`src/rtl/fwd_defines.svh`:
```
/*
 * Offsets, field positions, reset values for the video forwarding control.
 * Assumes inclusion by bare name from design files under rtl/.
 */
// What this block does
// - Port 1 is forwarded only while its disable bit (5, reset 1) is 0.
// - Port 0 is forwarded only while its disable bit (4, reset 1) is 0.
// - Replicate (bit 7, reset 0) makes output 1 carry output 0's data.
// - Sync forwarding waits until every enabled port has a line ready.
// - Send-when-ready (bit 6) lets each port's line go once it is ready.
// - Send-when-ready is ignored in concatenation and for short packets.
// - Sync field 3:2 (reset 00) decodes off, basic, interleave, concat.
// - Round robin (bit 0, reset 1) serves ready ports in turn, unsynced.
// - A status bit is 1 while synced video flows and 0 with sync off.
`ifndef FWD_DEFINES_SVH
`define FWD_DEFINES_SVH
// ----------------------------------------
// register byte addresses (index * 4)
// ----------------------------------------
`define FWD_IDX_PORT_DIS   8'h20
`define FWD_IDX_MODE_CTL   8'h21
`define FWD_IDX_STATUS     8'h22
`define FWD_ADDR_PORT_DIS  12'h080
`define FWD_ADDR_MODE_CTL  12'h084
`define FWD_ADDR_STATUS    12'h088
// ----------------------------------------
// field positions and reset values
// ----------------------------------------
`define FWD_BIT_RX1_DIS    5
`define FWD_BIT_RX0_DIS    4
`define FWD_BIT_REPLICATE  7
`define FWD_BIT_WHEN_READY 6
`define FWD_SYNC_HI        3
`define FWD_SYNC_LO        2
`define FWD_BIT_RR         0
`define FWD_BIT_SYNCED     0
`define FWD_RST_PORT_DIS   8'h30
`define FWD_RST_MODE_CTL   8'h01
`define FWD_PORT_DIS_WMASK 8'hF0
`define FWD_MODE_WMASK     8'hCF
`endif

```
`src/rtl/fwd_pkg.sv`:
```
/*
 * Types shared by the forwarding control modules.
 * Assumes nothing beyond a SystemVerilog compiler.
 */
package fwd_pkg;
	// synchronized forwarding field encoding
	typedef enum logic [1:0] {
		SYNC_OFF        = 2'h0,
		SYNC_BASIC      = 2'h1,
		SYNC_INTERLEAVE = 2'h2,
		SYNC_CONCAT     = 2'h3
	} sync_mode_t;
	// arbiter states
	typedef enum logic [1:0] {
		ARB_IDLE,
		ARB_SEND
	} arb_state_t;
endpackage : fwd_pkg

```
`src/rtl/fwd_cfg_if.sv`:
```
/*
 * Interface carrying decoded configuration from the register file to the
 * line arbiter. Assumes one clock domain.
 */
`timescale 1ns/10ps
`default_nettype none
interface fwd_cfg_if;
	import fwd_pkg::*;
	logic       [1:0] port_enable;
	logic             round_robin;
	sync_mode_t       sync_mode;
	logic             send_when_ready;
	logic             synced;
	modport regs (output port_enable, round_robin, sync_mode,
		send_when_ready, input synced);
	modport arb (input port_enable, round_robin, sync_mode,
		send_when_ready, output synced);
endinterface : fwd_cfg_if
`default_nettype wire

```
`src/rtl/fwd_line_arbiter.sv`:
```
/*
 * Line arbiter: picks which receive port's next packet goes to output 0.
 * Assumes the source holds line_ready until granted and that a grant
 * consumes one whole line or short packet.
 */
`timescale 1ns/10ps
`default_nettype none
module fwd_line_arbiter
	import fwd_pkg::*;
(
	// clock and reset
	input  wire logic       pclk,
	input  wire logic       presetn,
	// configuration
	fwd_cfg_if.arb          cfg,
	// receive side requests
	input  wire logic [1:0] line_ready,
	input  wire logic [1:0] line_is_long,
	// grant out
	output var  logic [1:0] grant
);
	arb_state_t state;
	arb_state_t next_state;
	logic       last_port;
	logic [1:0] next_grant;

	// ----------------------------------------
	// request qualification
	// ----------------------------------------
	wire logic [1:0] req       = line_ready & cfg.port_enable;
	wire logic       sync_on   = (cfg.sync_mode != SYNC_OFF);
	wire logic       all_ready = (req == cfg.port_enable) &&
		(cfg.port_enable != 2'h0);
	// short packets always wait; concatenation ignores the relaxation
	wire logic [1:0] relax_ok  = (cfg.send_when_ready &&
		cfg.sync_mode != SYNC_CONCAT) ? (req & line_is_long) : 2'h0;
	wire logic [1:0] sync_req  = all_ready ? req : relax_ok;
	wire logic [1:0] eligible  = cfg.round_robin ? req :
		(sync_on ? sync_req : 2'h0);
	// rotating turn: prefer the port not served last
	wire logic       pick1     = eligible[1] &&
		(!eligible[0] || !last_port);
	wire logic [1:0] pick      = pick1 ? 2'h2 :
		(eligible[0] ? 2'h1 : 2'h0);

	// ----------------------------------------
	// grant sequencing: one-cycle grant, then one idle
	// ----------------------------------------
	always_comb begin
		next_state = state;
		next_grant = 2'h0;
		case (state)
			ARB_IDLE: begin
				if (pick != 2'h0) begin
					next_grant = pick;
					next_state = ARB_SEND;
				end
			end
			ARB_SEND: next_state = ARB_IDLE;
			default:  next_state = ARB_IDLE;
		endcase
	end

	always_ff @(posedge pclk or negedge presetn) begin
		if (!presetn) begin
			state     <= ARB_IDLE;
			grant     <= 2'h0;
			last_port <= 1'b0;
			cfg.synced <= 1'b0;
		end else begin
			state     <= next_state;
			grant     <= next_grant;
			if (next_grant != 2'h0)
				last_port <= next_grant[1];
			// synced only while sync mode runs and all enabled ports deliver
			cfg.synced <= sync_on && !cfg.round_robin && all_ready;
		end
	end

	// ----------------------------------------
	// checks
	// ----------------------------------------
	property p_no_disabled_grant;
		@(posedge pclk) disable iff (!presetn)
		(grant & ~$past(cfg.port_enable)) == 2'h0;
	endproperty
	a_no_disabled_grant: assert property (p_no_disabled_grant)
		else $error("grant to a disabled port");
	property p_sync_wait;
		@(posedge pclk) disable iff (!presetn)
		(state == ARB_IDLE && sync_on && !cfg.round_robin &&
		 !cfg.send_when_ready && !all_ready) |=> grant == 2'h0;
	endproperty
	a_sync_wait: assert property (p_sync_wait)
		else $error("sync grant before all ports ready");
	property p_when_ready;
		@(posedge pclk) disable iff (!presetn)
		(state == ARB_IDLE && sync_on && !cfg.round_robin &&
		 cfg.send_when_ready && cfg.sync_mode != SYNC_CONCAT &&
		 (req & line_is_long) != 2'h0) |=> grant != 2'h0;
	endproperty
	a_when_ready: assert property (p_when_ready)
		else $error("ready long line not sent");
	property p_concat_waits;
		@(posedge pclk) disable iff (!presetn)
		(cfg.sync_mode == SYNC_CONCAT && !cfg.round_robin && !all_ready)
		|=> grant == 2'h0;
	endproperty
	a_concat_waits: assert property (p_concat_waits)
		else $error("concat mode did not wait");
	property p_rr_serves;
		@(posedge pclk) disable iff (!presetn)
		(state == ARB_IDLE && cfg.round_robin && req != 2'h0)
		|=> grant != 2'h0 ##1 grant == 2'h0;
	endproperty
	a_rr_serves: assert property (p_rr_serves)
		else $error("round robin failed to serve");
	property p_rr_alternate;
		@(posedge pclk) disable iff (!presetn)
		(state == ARB_IDLE && cfg.round_robin && req == 2'h3 && last_port)
		|=> grant == 2'h1;
	endproperty
	a_rr_alternate: assert property (p_rr_alternate)
		else $error("round robin did not rotate");
	property p_off_no_grant;
		@(posedge pclk) disable iff (!presetn)
		(!cfg.round_robin && !sync_on) |=> grant == 2'h0;
	endproperty
	a_off_no_grant: assert property (p_off_no_grant)
		else $error("grant with forwarding off");
	c_rr_both: cover property (@(posedge pclk) disable iff (!presetn)
		cfg.round_robin && grant == 2'h1 ##2 grant == 2'h2);
	c_sync_grant: cover property (@(posedge pclk) disable iff (!presetn)
		!cfg.round_robin && sync_on && grant != 2'h0);
	c_synced: cover property (@(posedge pclk) disable iff (!presetn)
		cfg.synced);
endmodule : fwd_line_arbiter
`default_nettype wire

```
`src/rtl/fwd_control.sv`:
```
/*
 * Video forwarding control: APB register file for the port disable and
 * mode registers, a status register, the line arbiter, and the output 1
 * replicate path. Assumes a single pclk domain and an APB master.
 */
`timescale 1ns/10ps
`default_nettype none
`include "fwd_defines.svh"
module fwd_control
	import fwd_pkg::*;
#(
	parameter int DATA_W = 32
) (
	// clock and reset
	input  wire logic              pclk,
	input  wire logic              presetn,
	// apb slave
	input  wire logic              psel,
	input  wire logic              penable,
	input  wire logic              pwrite,
	input  wire logic [11:0]       paddr,
	input  wire logic [31:0]       pwdata,
	output var  logic [31:0]       prdata,
	output var  logic              pready,
	output var  logic              pslverr,
	// receive side
	input  wire logic [1:0]        line_ready,
	input  wire logic [1:0]        line_is_long,
	input  wire logic [DATA_W-1:0] out0_data_in,
	// forwarding outputs
	output var  logic [1:0]        grant,
	output var  logic [DATA_W-1:0] out1_data,
	output var  logic              out1_active
);
	// a data path without bits cannot be built; refuse it while
	// elaborating rather than let a broken copy path through
	if (DATA_W < 1) begin : g_width_check
		$error("DATA_W must be positive");
	end

	logic [7:0] forward_port_disable;
	logic [7:0] forward_mode_control;
	fwd_cfg_if  cfg ();

	// ----------------------------------------
	// apb decode; answer in the access cycle, no wait states
	// ----------------------------------------
	wire logic hit_dis  = (paddr == `FWD_ADDR_PORT_DIS);
	wire logic hit_mode = (paddr == `FWD_ADDR_MODE_CTL);
	wire logic hit_sts  = (paddr == `FWD_ADDR_STATUS);
	wire logic mapped   = hit_dis | hit_mode | hit_sts;
	wire logic setup    = psel & !penable;
	wire logic wr_dis   = psel & penable & pwrite & hit_dis;
	wire logic wr_mode  = psel & penable & pwrite & hit_mode;
	// status is read-only; a write there is refused with an error
	wire logic bad      = !mapped || (pwrite && hit_sts);
	wire logic [7:0] rd_byte = hit_dis  ? forward_port_disable :
		hit_mode ? forward_mode_control :
		hit_sts  ? {7'h00, cfg.synced} : 8'h00;

	// ----------------------------------------
	// decoded configuration
	// ----------------------------------------
	assign cfg.port_enable = {
		!forward_port_disable[`FWD_BIT_RX1_DIS],
		!forward_port_disable[`FWD_BIT_RX0_DIS]};
	assign cfg.round_robin = forward_mode_control[`FWD_BIT_RR];
	// is on software; if both are set round robin wins
	assign cfg.sync_mode = sync_mode_t'(
		forward_mode_control[`FWD_SYNC_HI:`FWD_SYNC_LO]);
	assign cfg.send_when_ready =
		forward_mode_control[`FWD_BIT_WHEN_READY];

	// register writes; reserved bits 3:0 of disable and 5:4 of mode stay 0
	always_ff @(posedge pclk or negedge presetn) begin
		if (!presetn) begin
			forward_port_disable <= `FWD_RST_PORT_DIS;
			forward_mode_control <= `FWD_RST_MODE_CTL;
		end else begin
			if (wr_dis)
				forward_port_disable <= pwdata[7:0] & `FWD_PORT_DIS_WMASK;
			if (wr_mode)
				forward_mode_control <= pwdata[7:0] & `FWD_MODE_WMASK;
		end
	end

	// bus answer registered in the setup cycle, shown in the access cycle
	always_ff @(posedge pclk or negedge presetn) begin
		if (!presetn) begin
			prdata  <= 32'h0000_0000;
			pready  <= 1'b0;
			pslverr <= 1'b0;
		end else begin
			pready  <= setup;
			pslverr <= setup & bad;
			prdata  <= (setup && !pwrite) ? {24'h00_0000, rd_byte} :
				32'h0000_0000;
		end
	end

	// ----------------------------------------
	// arbiter
	// ----------------------------------------
	fwd_line_arbiter u_arb (
		.pclk         (pclk),
		.presetn      (presetn),
		.cfg          (cfg.arb),
		.line_ready   (line_ready),
		.line_is_long (line_is_long),
		.grant        (grant)
	);

	// ----------------------------------------
	// replicate: output 1 mirrors output 0 word for word
	// ----------------------------------------
	// lane limit is software's; this path does not check lane count
	wire logic replicate = forward_mode_control[`FWD_BIT_REPLICATE];
	always_ff @(posedge pclk or negedge presetn) begin
		if (!presetn) begin
			out1_data   <= '0;
			out1_active <= 1'b0;
		end else begin
			out1_data   <= replicate ? out0_data_in : '0;
			out1_active <= replicate;
		end
	end

	// ----------------------------------------
	// checks
	// ----------------------------------------
	property p_replicate_copy;
		@(posedge pclk) disable iff (!presetn)
		replicate |=> out1_data == $past(out0_data_in);
	endproperty
	a_replicate_copy: assert property (p_replicate_copy)
		else $error("output 1 differs from output 0");
	property p_synced_off;
		@(posedge pclk) disable iff (!presetn)
		(cfg.sync_mode == SYNC_OFF) |=> !cfg.synced;
	endproperty
	a_synced_off: assert property (p_synced_off)
		else $error("synced flag with sync off");
	property p_pready_timing;
		@(posedge pclk) disable iff (!presetn)
		(psel && !penable) |=> pready;
	endproperty
	a_pready_timing: assert property (p_pready_timing)
		else $error("apb answer late");
	property p_disable_write;
		@(posedge pclk) disable iff (!presetn)
		wr_dis |=> forward_port_disable[`FWD_BIT_RX1_DIS] ==
			$past(pwdata[`FWD_BIT_RX1_DIS]) &&
			forward_port_disable[`FWD_BIT_RX0_DIS] ==
			$past(pwdata[`FWD_BIT_RX0_DIS]);
	endproperty
	a_disable_write: assert property (p_disable_write)
		else $error("disable bits not written");
	// a grant from port 1 needs its disable bit clear a cycle earlier
	property p_rx1_gated;
		@(posedge pclk) disable iff (!presetn)
		grant[1] |-> !$past(forward_port_disable[`FWD_BIT_RX1_DIS]);
	endproperty
	a_rx1_gated: assert property (p_rx1_gated)
		else $error("port 1 forwarded while disabled");
	// same gate for port 0
	property p_rx0_gated;
		@(posedge pclk) disable iff (!presetn)
		grant[0] |-> !$past(forward_port_disable[`FWD_BIT_RX0_DIS]);
	endproperty
	a_rx0_gated: assert property (p_rx0_gated)
		else $error("port 0 forwarded while disabled");
	// with replicate off output 1 stays quiet
	property p_replicate_off;
		@(posedge pclk) disable iff (!presetn)
		!replicate |=> out1_data == '0 && !out1_active;
	endproperty
	a_replicate_off: assert property (p_replicate_off)
		else $error("output 1 active without replicate");
	// sync field and round robin bit land as written
	property p_mode_write;
		@(posedge pclk) disable iff (!presetn)
		wr_mode |=> cfg.round_robin == $past(pwdata[`FWD_BIT_RR]) &&
			forward_mode_control[`FWD_SYNC_HI:`FWD_SYNC_LO] ==
			$past(pwdata[`FWD_SYNC_HI:`FWD_SYNC_LO]);
	endproperty
	a_mode_write: assert property (p_mode_write)
		else $error("mode bits not written");

	// ----------------------------------------
	// bus protocol checks
	// ----------------------------------------
	// errors only ride on an answer
	property p_err_with_ready;
		@(posedge pclk) disable iff (!presetn)
		pslverr |-> pready;
	endproperty
	a_err_with_ready: assert property (p_err_with_ready)
		else $error("error flag without ready");
	// read data is zero outside the access cycle
	property p_rdata_quiet;
		@(posedge pclk) disable iff (!presetn)
		!pready |-> prdata == 32'h0000_0000;
	endproperty
	a_rdata_quiet: assert property (p_rdata_quiet)
		else $error("read data outside access cycle");
	// one answer per transfer: ready never stands two cycles
	property p_pready_pulse;
		@(posedge pclk) disable iff (!presetn)
		pready |=> !pready;
	endproperty
	a_pready_pulse: assert property (p_pready_pulse)
		else $error("ready held past one cycle");
	// a write to status is refused and leaves the registers alone
	property p_sts_write_refused;
		@(posedge pclk) disable iff (!presetn)
		(psel && penable && pwrite && hit_sts) |=>
			$stable(forward_port_disable) && $stable(forward_mode_control);
	endproperty
	a_sts_write_refused: assert property (p_sts_write_refused)
		else $error("status write changed a register");

	c_replicate: cover property (@(posedge pclk) disable iff (!presetn)
		replicate && out1_active);
	c_mode_write: cover property (@(posedge pclk) disable iff (!presetn)
		wr_mode);
endmodule : fwd_control
`default_nettype wire

```
`config.mk`:
```
export PLATFORM = sky130hd
export DESIGN_NAME = fwd_control
export DESIGN_NICKNAME = d
export VERILOG_FILES = /design/src/rtl/fwd_pkg.sv /design/src/rtl/fwd_cfg_if.sv /design/src/rtl/fwd_line_arbiter.sv /design/src/rtl/fwd_control.sv
export VERILOG_INCLUDE_DIRS = /design/src /design/src/rtl
export SDC_FILE = /design/constraint.sdc
export NUM_CORES = 1
export LEC_CHECK = 0
export BUFFER_PORTS_ARGS = -buffer_cell sky130_fd_sc_hd__buf_2
export CELL_PAD_IN_SITES_DETAIL_PLACEMENT = 1
export CELL_PAD_IN_SITES_GLOBAL_PLACEMENT = 1
export CORE_MARGIN = 2
export CORE_UTILIZATION = 31
export DETAILED_ROUTE_END_ITERATION = 8
export PLACE_DENSITY_LB_ADDON = 0.1
export SYNTH_ARGS = -nofsm -noshare
export SYNTH_HDL_FRONTEND = slang
export SYNTH_SLANG_ARGS = --single-unit
```
`constraint.sdc`:
```
create_clock -name pclk -period 1.64 [get_ports pclk]
set_clock_uncertainty 0.2 [all_clocks]
set_input_delay 0.246 -clock pclk [delete_from_list [all_inputs] [get_ports pclk]]
set_output_delay 0.246 -clock pclk [all_outputs]
set_load 0.02 [all_outputs]
```
==> impl_metrics.toml, run 1 <==
[clock_tree]
clk_latency_ns = 0.32
cts_tree = "built"
cts_buffer_depth = 2
cts_buffers = 9
cts-htree-levels = 3
clk_pin_slew_ns = 0.06
cts_root_buf = "clkbuf_8"
cts.sinks = 58

[detailed_routing]
wire_per_inst_um = 13.4
drc = 0
antenna_left = 0
drt_wl_total_um = 5980
dr.first_iter.drc_count = 35
vias = 1854
first_pass_iters = 2
viasPerCell = 4.15

[grt]
grt_pass1_wl_um = 9780
antenna_found_initial = 0
grt_max_degree = 35
grt_usage = 0.151
grt_pass1_vias = 1984
gr-total-overflow = 0

[place]
place_area_um2 = 2970
gp_congestion = 0.739
placed_cells = 388
portBuffers = 105
dp_slack_ns = -0.199
hpwl_um = 4060

[cells_and_area]
final_common_cell = "buf_2"
fin_util = 0.500
antennaDiodeCount = 0
fin_area_um2 = 3670
layout_common_cells = "buf_2 (105), dfrtp_1 (55), dlygate4sd3_1 (42)"
final_cells = 447
area_growth_pct = 55.2
layout-drive-gt1-share = 0.428
fin_nets = 428

[die]
start_util = 0.322
die_area_um2 = 8330
die_w_um = 91.3
coreArea_um2 = 7330
die_h_um = 91.3
ioPinCount = 154
num_rows = 31

[power_and_ir_drop]
power_density_nw_per_um2 = 913
p_leak_nw = 2.05
peakVddDrop_uv = 373

[worst_setup_path]
worstPathArrival_ns = 1.66
cp-start-kind = "primary input"
critPathMaxFanout = 4
setup.worst_path.class = "in -> reg"
required_ns = 1.69
crit_path_end_kind = "flop"

[worst_hold_path]
hold_class = "in -> reg"

[sta]
max_freq_mhz = 620
drv_slew = 0
setup_violations = 0
timing.hold.ws_ns = 0.0479
post-route-period-util = 0.983
finalHoldViolations = 0
setup_slack_ns = 0.0283
period_minus_slack_ns = 1.61

[synthesis]
syn_area_um2 = 2360
avgSynthCellArea_um2 = 13.1
synth_cell_types = 39
yosys_warnings = 0
ys_seq_area_frac = 0.616
synthCells = 181
ys_seq_elements = 58

[outcome]
outcome = "complete, no violations"

[run]
max_cap_viol_count = 0
==> per-stage QoR <==
stage	setup TNS [ns]	power, W
final	0	0.00335
after global routing	-0.000672	0.00349
after CTS	0	0.00340
after detailed placement	-1.48	0.00167
after global placement	-1.40	0.00166
after floorplan	0	0.00158
==> logic make-up after synthesis <==
group,Yosys count,synth area share
simple gates,62,0.180
flops,58,0.616
buf+inv,34,0.0959
compound gates,13,0.0402
mux,12,0.0625
xor+xnor,1,0.00371
other cells,1,0.00159
==> layout make-up <==
cell class	instances	area [um^2]
Clock buffer	11	151
Clock inverter	5	100
Fill cell	836	3660
Inverter	5	18.8
Multi-Input combinational cell	112	783
Sequential cell	58	1460
Tap cell	99	124
Timing Repair Buffer	157	1030
==> sequential cells by signal, indices dropped and copies added, names as in the netlist <==
register              flops
u_arb.state               1
u_arb.last_port           1
pslverr                   1
out1_active               1
forward_mode_control      6
u_arb.grant               2
pready                    1
out1_data                32
prdata                    8
forward_port_disable      4
u_arb.cfg.synced          1
==> what timing repair did <==
item / CTS / global route
hold buffers: 42 / 0
gates resized for setup: 0 / 4
buffers inserted: 0 / 1
endpoints found under the setup margin: 0 / 5
hold endpoints to repair: 98 / 0
==> power by group <==
group / switching, W / leakage (nW) / total [W] / internal [W]
sequential: 0.00000164 / 0.797 / 0.00144 / 0.00144
combinational: 0.000141 / 1.13 / 0.000282 / 0.000140
clock: 0.000540 / 0.129 / 0.00163 / 0.00109
total: 0.000683 / 2.05 / 0.00335 / 0.00266
==> Yosys cell counts <==
master,number,area share
nand3_1,2,0.0042
nand2_1,2,0.0032
dfstp_2,3,0.033
mux2_4,4,0.025
nand4_1,1,0.0026
xor2_1,1,0.0037
buf_2,1,0.0021
and3_1,6,0.016
o22a_1,1,0.0037
nor2_1,6,0.0095
or4_1,1,0.0032
inv_1,5,0.0079
a211o_1,1,0.0037
nor4_2,1,0.0053
buf_4,24,0.076
nor2b_1,2,0.0053
a21oi_1,3,0.0064
nand3_4,1,0.0074
a211oi_2,1,0.0053
nor4b_4,1,0.010
clkbuf_1,3,0.0048
and2_1,32,0.085
a31oi_1,2,0.0053
and4b_1,1,0.0042
or3_1,2,0.0053
a31o_2,1,0.0037
nor4_4,1,0.0090
conb_1,1,0.0016
nor4_1,1,0.0026
a22o_1,1,0.0037
nand2b_1,1,0.0026
buf_6,1,0.0048
dfrtp_1,55,0.58
mux2_1,6,0.029
mux2i_1,2,0.0085
and3_4,1,0.0048
o211a_1,1,0.0042
o21ai_0,1,0.0021
o21ai_1,1,0.0021
==> final timing paths <==
| path | startpoint | depth (start not counted) | slack, ns | endpoint |
|---|---|---|---|---|
| worst max-delay path | pwrite | 5 | 0.03 | prdata[6] |
| worst min-delay path | psel | 3 | 0.05 | pready |
| worst max register to register | forward_port_disable[5] | 4 | 0.08 | u_arb.grant[1] |
| worst min register to register | u_arb.state[0] | 1 | 0.26 | u_arb.state[0] |
| max in group asynchronous | presetn | 3 | 0.53 | forward_port_disable[5] |
| min in group asynchronous | presetn | 2 | 0.15 | out1_data[21] |
==> layer usage <==
metal  vias to the layer above  global-route usage  wire, um
li1                        876                   -         -
met1                       902               0.191      2610
met2                        66               0.249      3000
met3                        10              0.0357       291
met4                         0              0.0606        79
met5                         -                   0         0
==> critical path, cell delays in order <==
cell and delay, ns:
buf_2 0.10, dlygate4sd3_1 0.54, buf_4 0.15, or4_4 0.51, nor2_1 0.11
(Power assumes the default switching activity.)
==> inputs of run 2 (changes only) <==
- RECOVER_POWER: default -> 100
==> impl_metrics.toml, run 2 (synthesized netlist as in run 1, its figures left out) <==
[clock_tree]
cts-htree-levels = 3
cts_root_buf = "clkbuf_8"
cts_buffer_depth = 2
clk_pin_slew_ns = 0.06
cts_tree = "built"
cts.sinks = 58
clk_latency_ns = 0.32
cts_buffers = 9

[sta]
period_minus_slack_ns = 1.61
grt_setup_unrepaired = "false"
finalHoldViolations = 0
post-route-period-util = 0.982
max_freq_mhz = 621
setup-tns-final_ns = 0
tightest_slew_ns = 0.777
slew-limit-headroom = 0.482
setup_violations = 0
drv_slew = 0

[cells_and_area]
final_common_cell = "buf_2"
fin_nets = 428
largest_register_ffs = 32
area_growth_pct = 54.6
fin_area_um2 = 3650
largest_register = "out1_data"
layout-drive-gt1-share = 0.417
reg_top3 = "out1_data: 32 flops, prdata: 8 flops, forward_mode_control: 6 flops"
final_cells = 447
layout_common_cells = "buf_2 (104), dfrtp_1 (55), dlygate4sd3_1 (42)"
fin_util = 0.498
antennaDiodeCount = 0

[die]
num_rows = 31
die_h_um = 91.3
die_w_um = 91.3
ioPinCount = 154
coreArea_um2 = 7330
start_util = 0.322
die_area_um2 = 8330

[detailed_routing]
met3_length_um = 280
drc = 0
first_pass_iters = 2
wire_per_inst_um = 13.3
dr.first_iter.drc_count = 31
antenna_left = 0
viasPerCell = 4.16
wl_met1_um = 2560
vias = 1860
top_layer_used = "met4"
wl_met2_um = 3010
drt_wl_total_um = 5930

[worst_setup_path]
slowest_delay_ns = 0.54
cp-start-kind = "primary input"
crit_chain = "buf_2, dlygate4sd3_1, buf_4, or4_4, nor2_1"
crit_path_end_kind = "flop"
worstPathArrival_ns = 1.66
required_ns = 1.69
critPathMaxFanout = 4
setup.worst_path.class = "in -> reg"
cp_slowest_cell = "dlygate4sd3_1"
r2r_slack_ns = 0.08

[place]
hpwl_um = 4060
gp_congestion = 0.739
portBuffers = 105
place_area_um2 = 2970
placed_cells = 388

[power_and_ir_drop]
peakVddDrop_uv = 372
power_density_nw_per_um2 = 917
p_total_w = 0.00335
p_leak_nw = 2.03

[grt]
grt_pass1_wl_um = 9780
antenna_found_initial = 0
grt_max_degree = 35
grt_pass1_vias = 1984
gr-total-overflow = 0
grt_usage = 0.151

[run]
max_cap_viol_count = 0

[worst_hold_path]
hold_class = "in -> reg"

[outcome]
outcome = "complete, no violations"
-- run 2: metrics by stage --
step	setup WS [ns]	hold slack, ns
finish	0.0287	0.0479
detailed placement	-0.199	-0.0326
floorplan	0.0119	-0.250
global route	0.00376	0.0598
global placement	-0.184	-0.0351
CTS	0.0220	0.0220
-- run 2: worst paths after layout --
| kind | from | to | depth (start not counted) |
|---|---|---|---|
| max reg2reg | forward_port_disable[5] | u_arb.grant[1] | 4 |
| min | psel | pready | 3 |
| max in group asynchronous | presetn | forward_port_disable[5] | 3 |
| min reg2reg | u_arb.state[0] | u_arb.state[0] | 1 |
| max | pwrite | prdata[6] | 5 |
| min in group asynchronous | presetn | out1_data[21] | 2 |
-- run 2: area by class of cell --
| type | count | area [um^2] |
|---|---|---|
| Tap cell | 99 | 124 |
| Fill cell | 837 | 3680 |
| Clock buffer | 11 | 151 |
| Timing Repair Buffer | 157 | 1030 |
| Sequential cell | 58 | 1460 |
| Clock inverter | 5 | 100 |
| Inverter | 5 | 18.8 |
| Multi-Input combinational cell | 112 | 772 |
-- run 2: worst max-delay path: cells and delay by family --
kind / cells / cell delay (ns)
and+or+nand+nor: 2 / 0.62
buffers and inverters: 3 / 0.79
-- run 2: report_power, final --
group	switching, W	total (W)	internal [W]
registers	0.00000163	0.00144	0.00144
clock network	0.000542	0.00163	0.00109
logic	0.000141	0.000281	0.000140
total	0.000685	0.00335	0.00266
-- run 2: timing repair --
item,4_1_cts,5_1_grt
hold buffers,42,0
setup endpoints to repair,0,5
gates resized for setup,0,4
setup buffers,0,1
endpoints found under the hold margin,98,0
-- run 2: layer usage --
metal / up-vias / GRT usage
met3: 10 / 0.0357
met4: 0 / 0.0606
met5: - / 0
li1: 873 / -
met1: 911 / 0.191
met2: 66 / 0.249
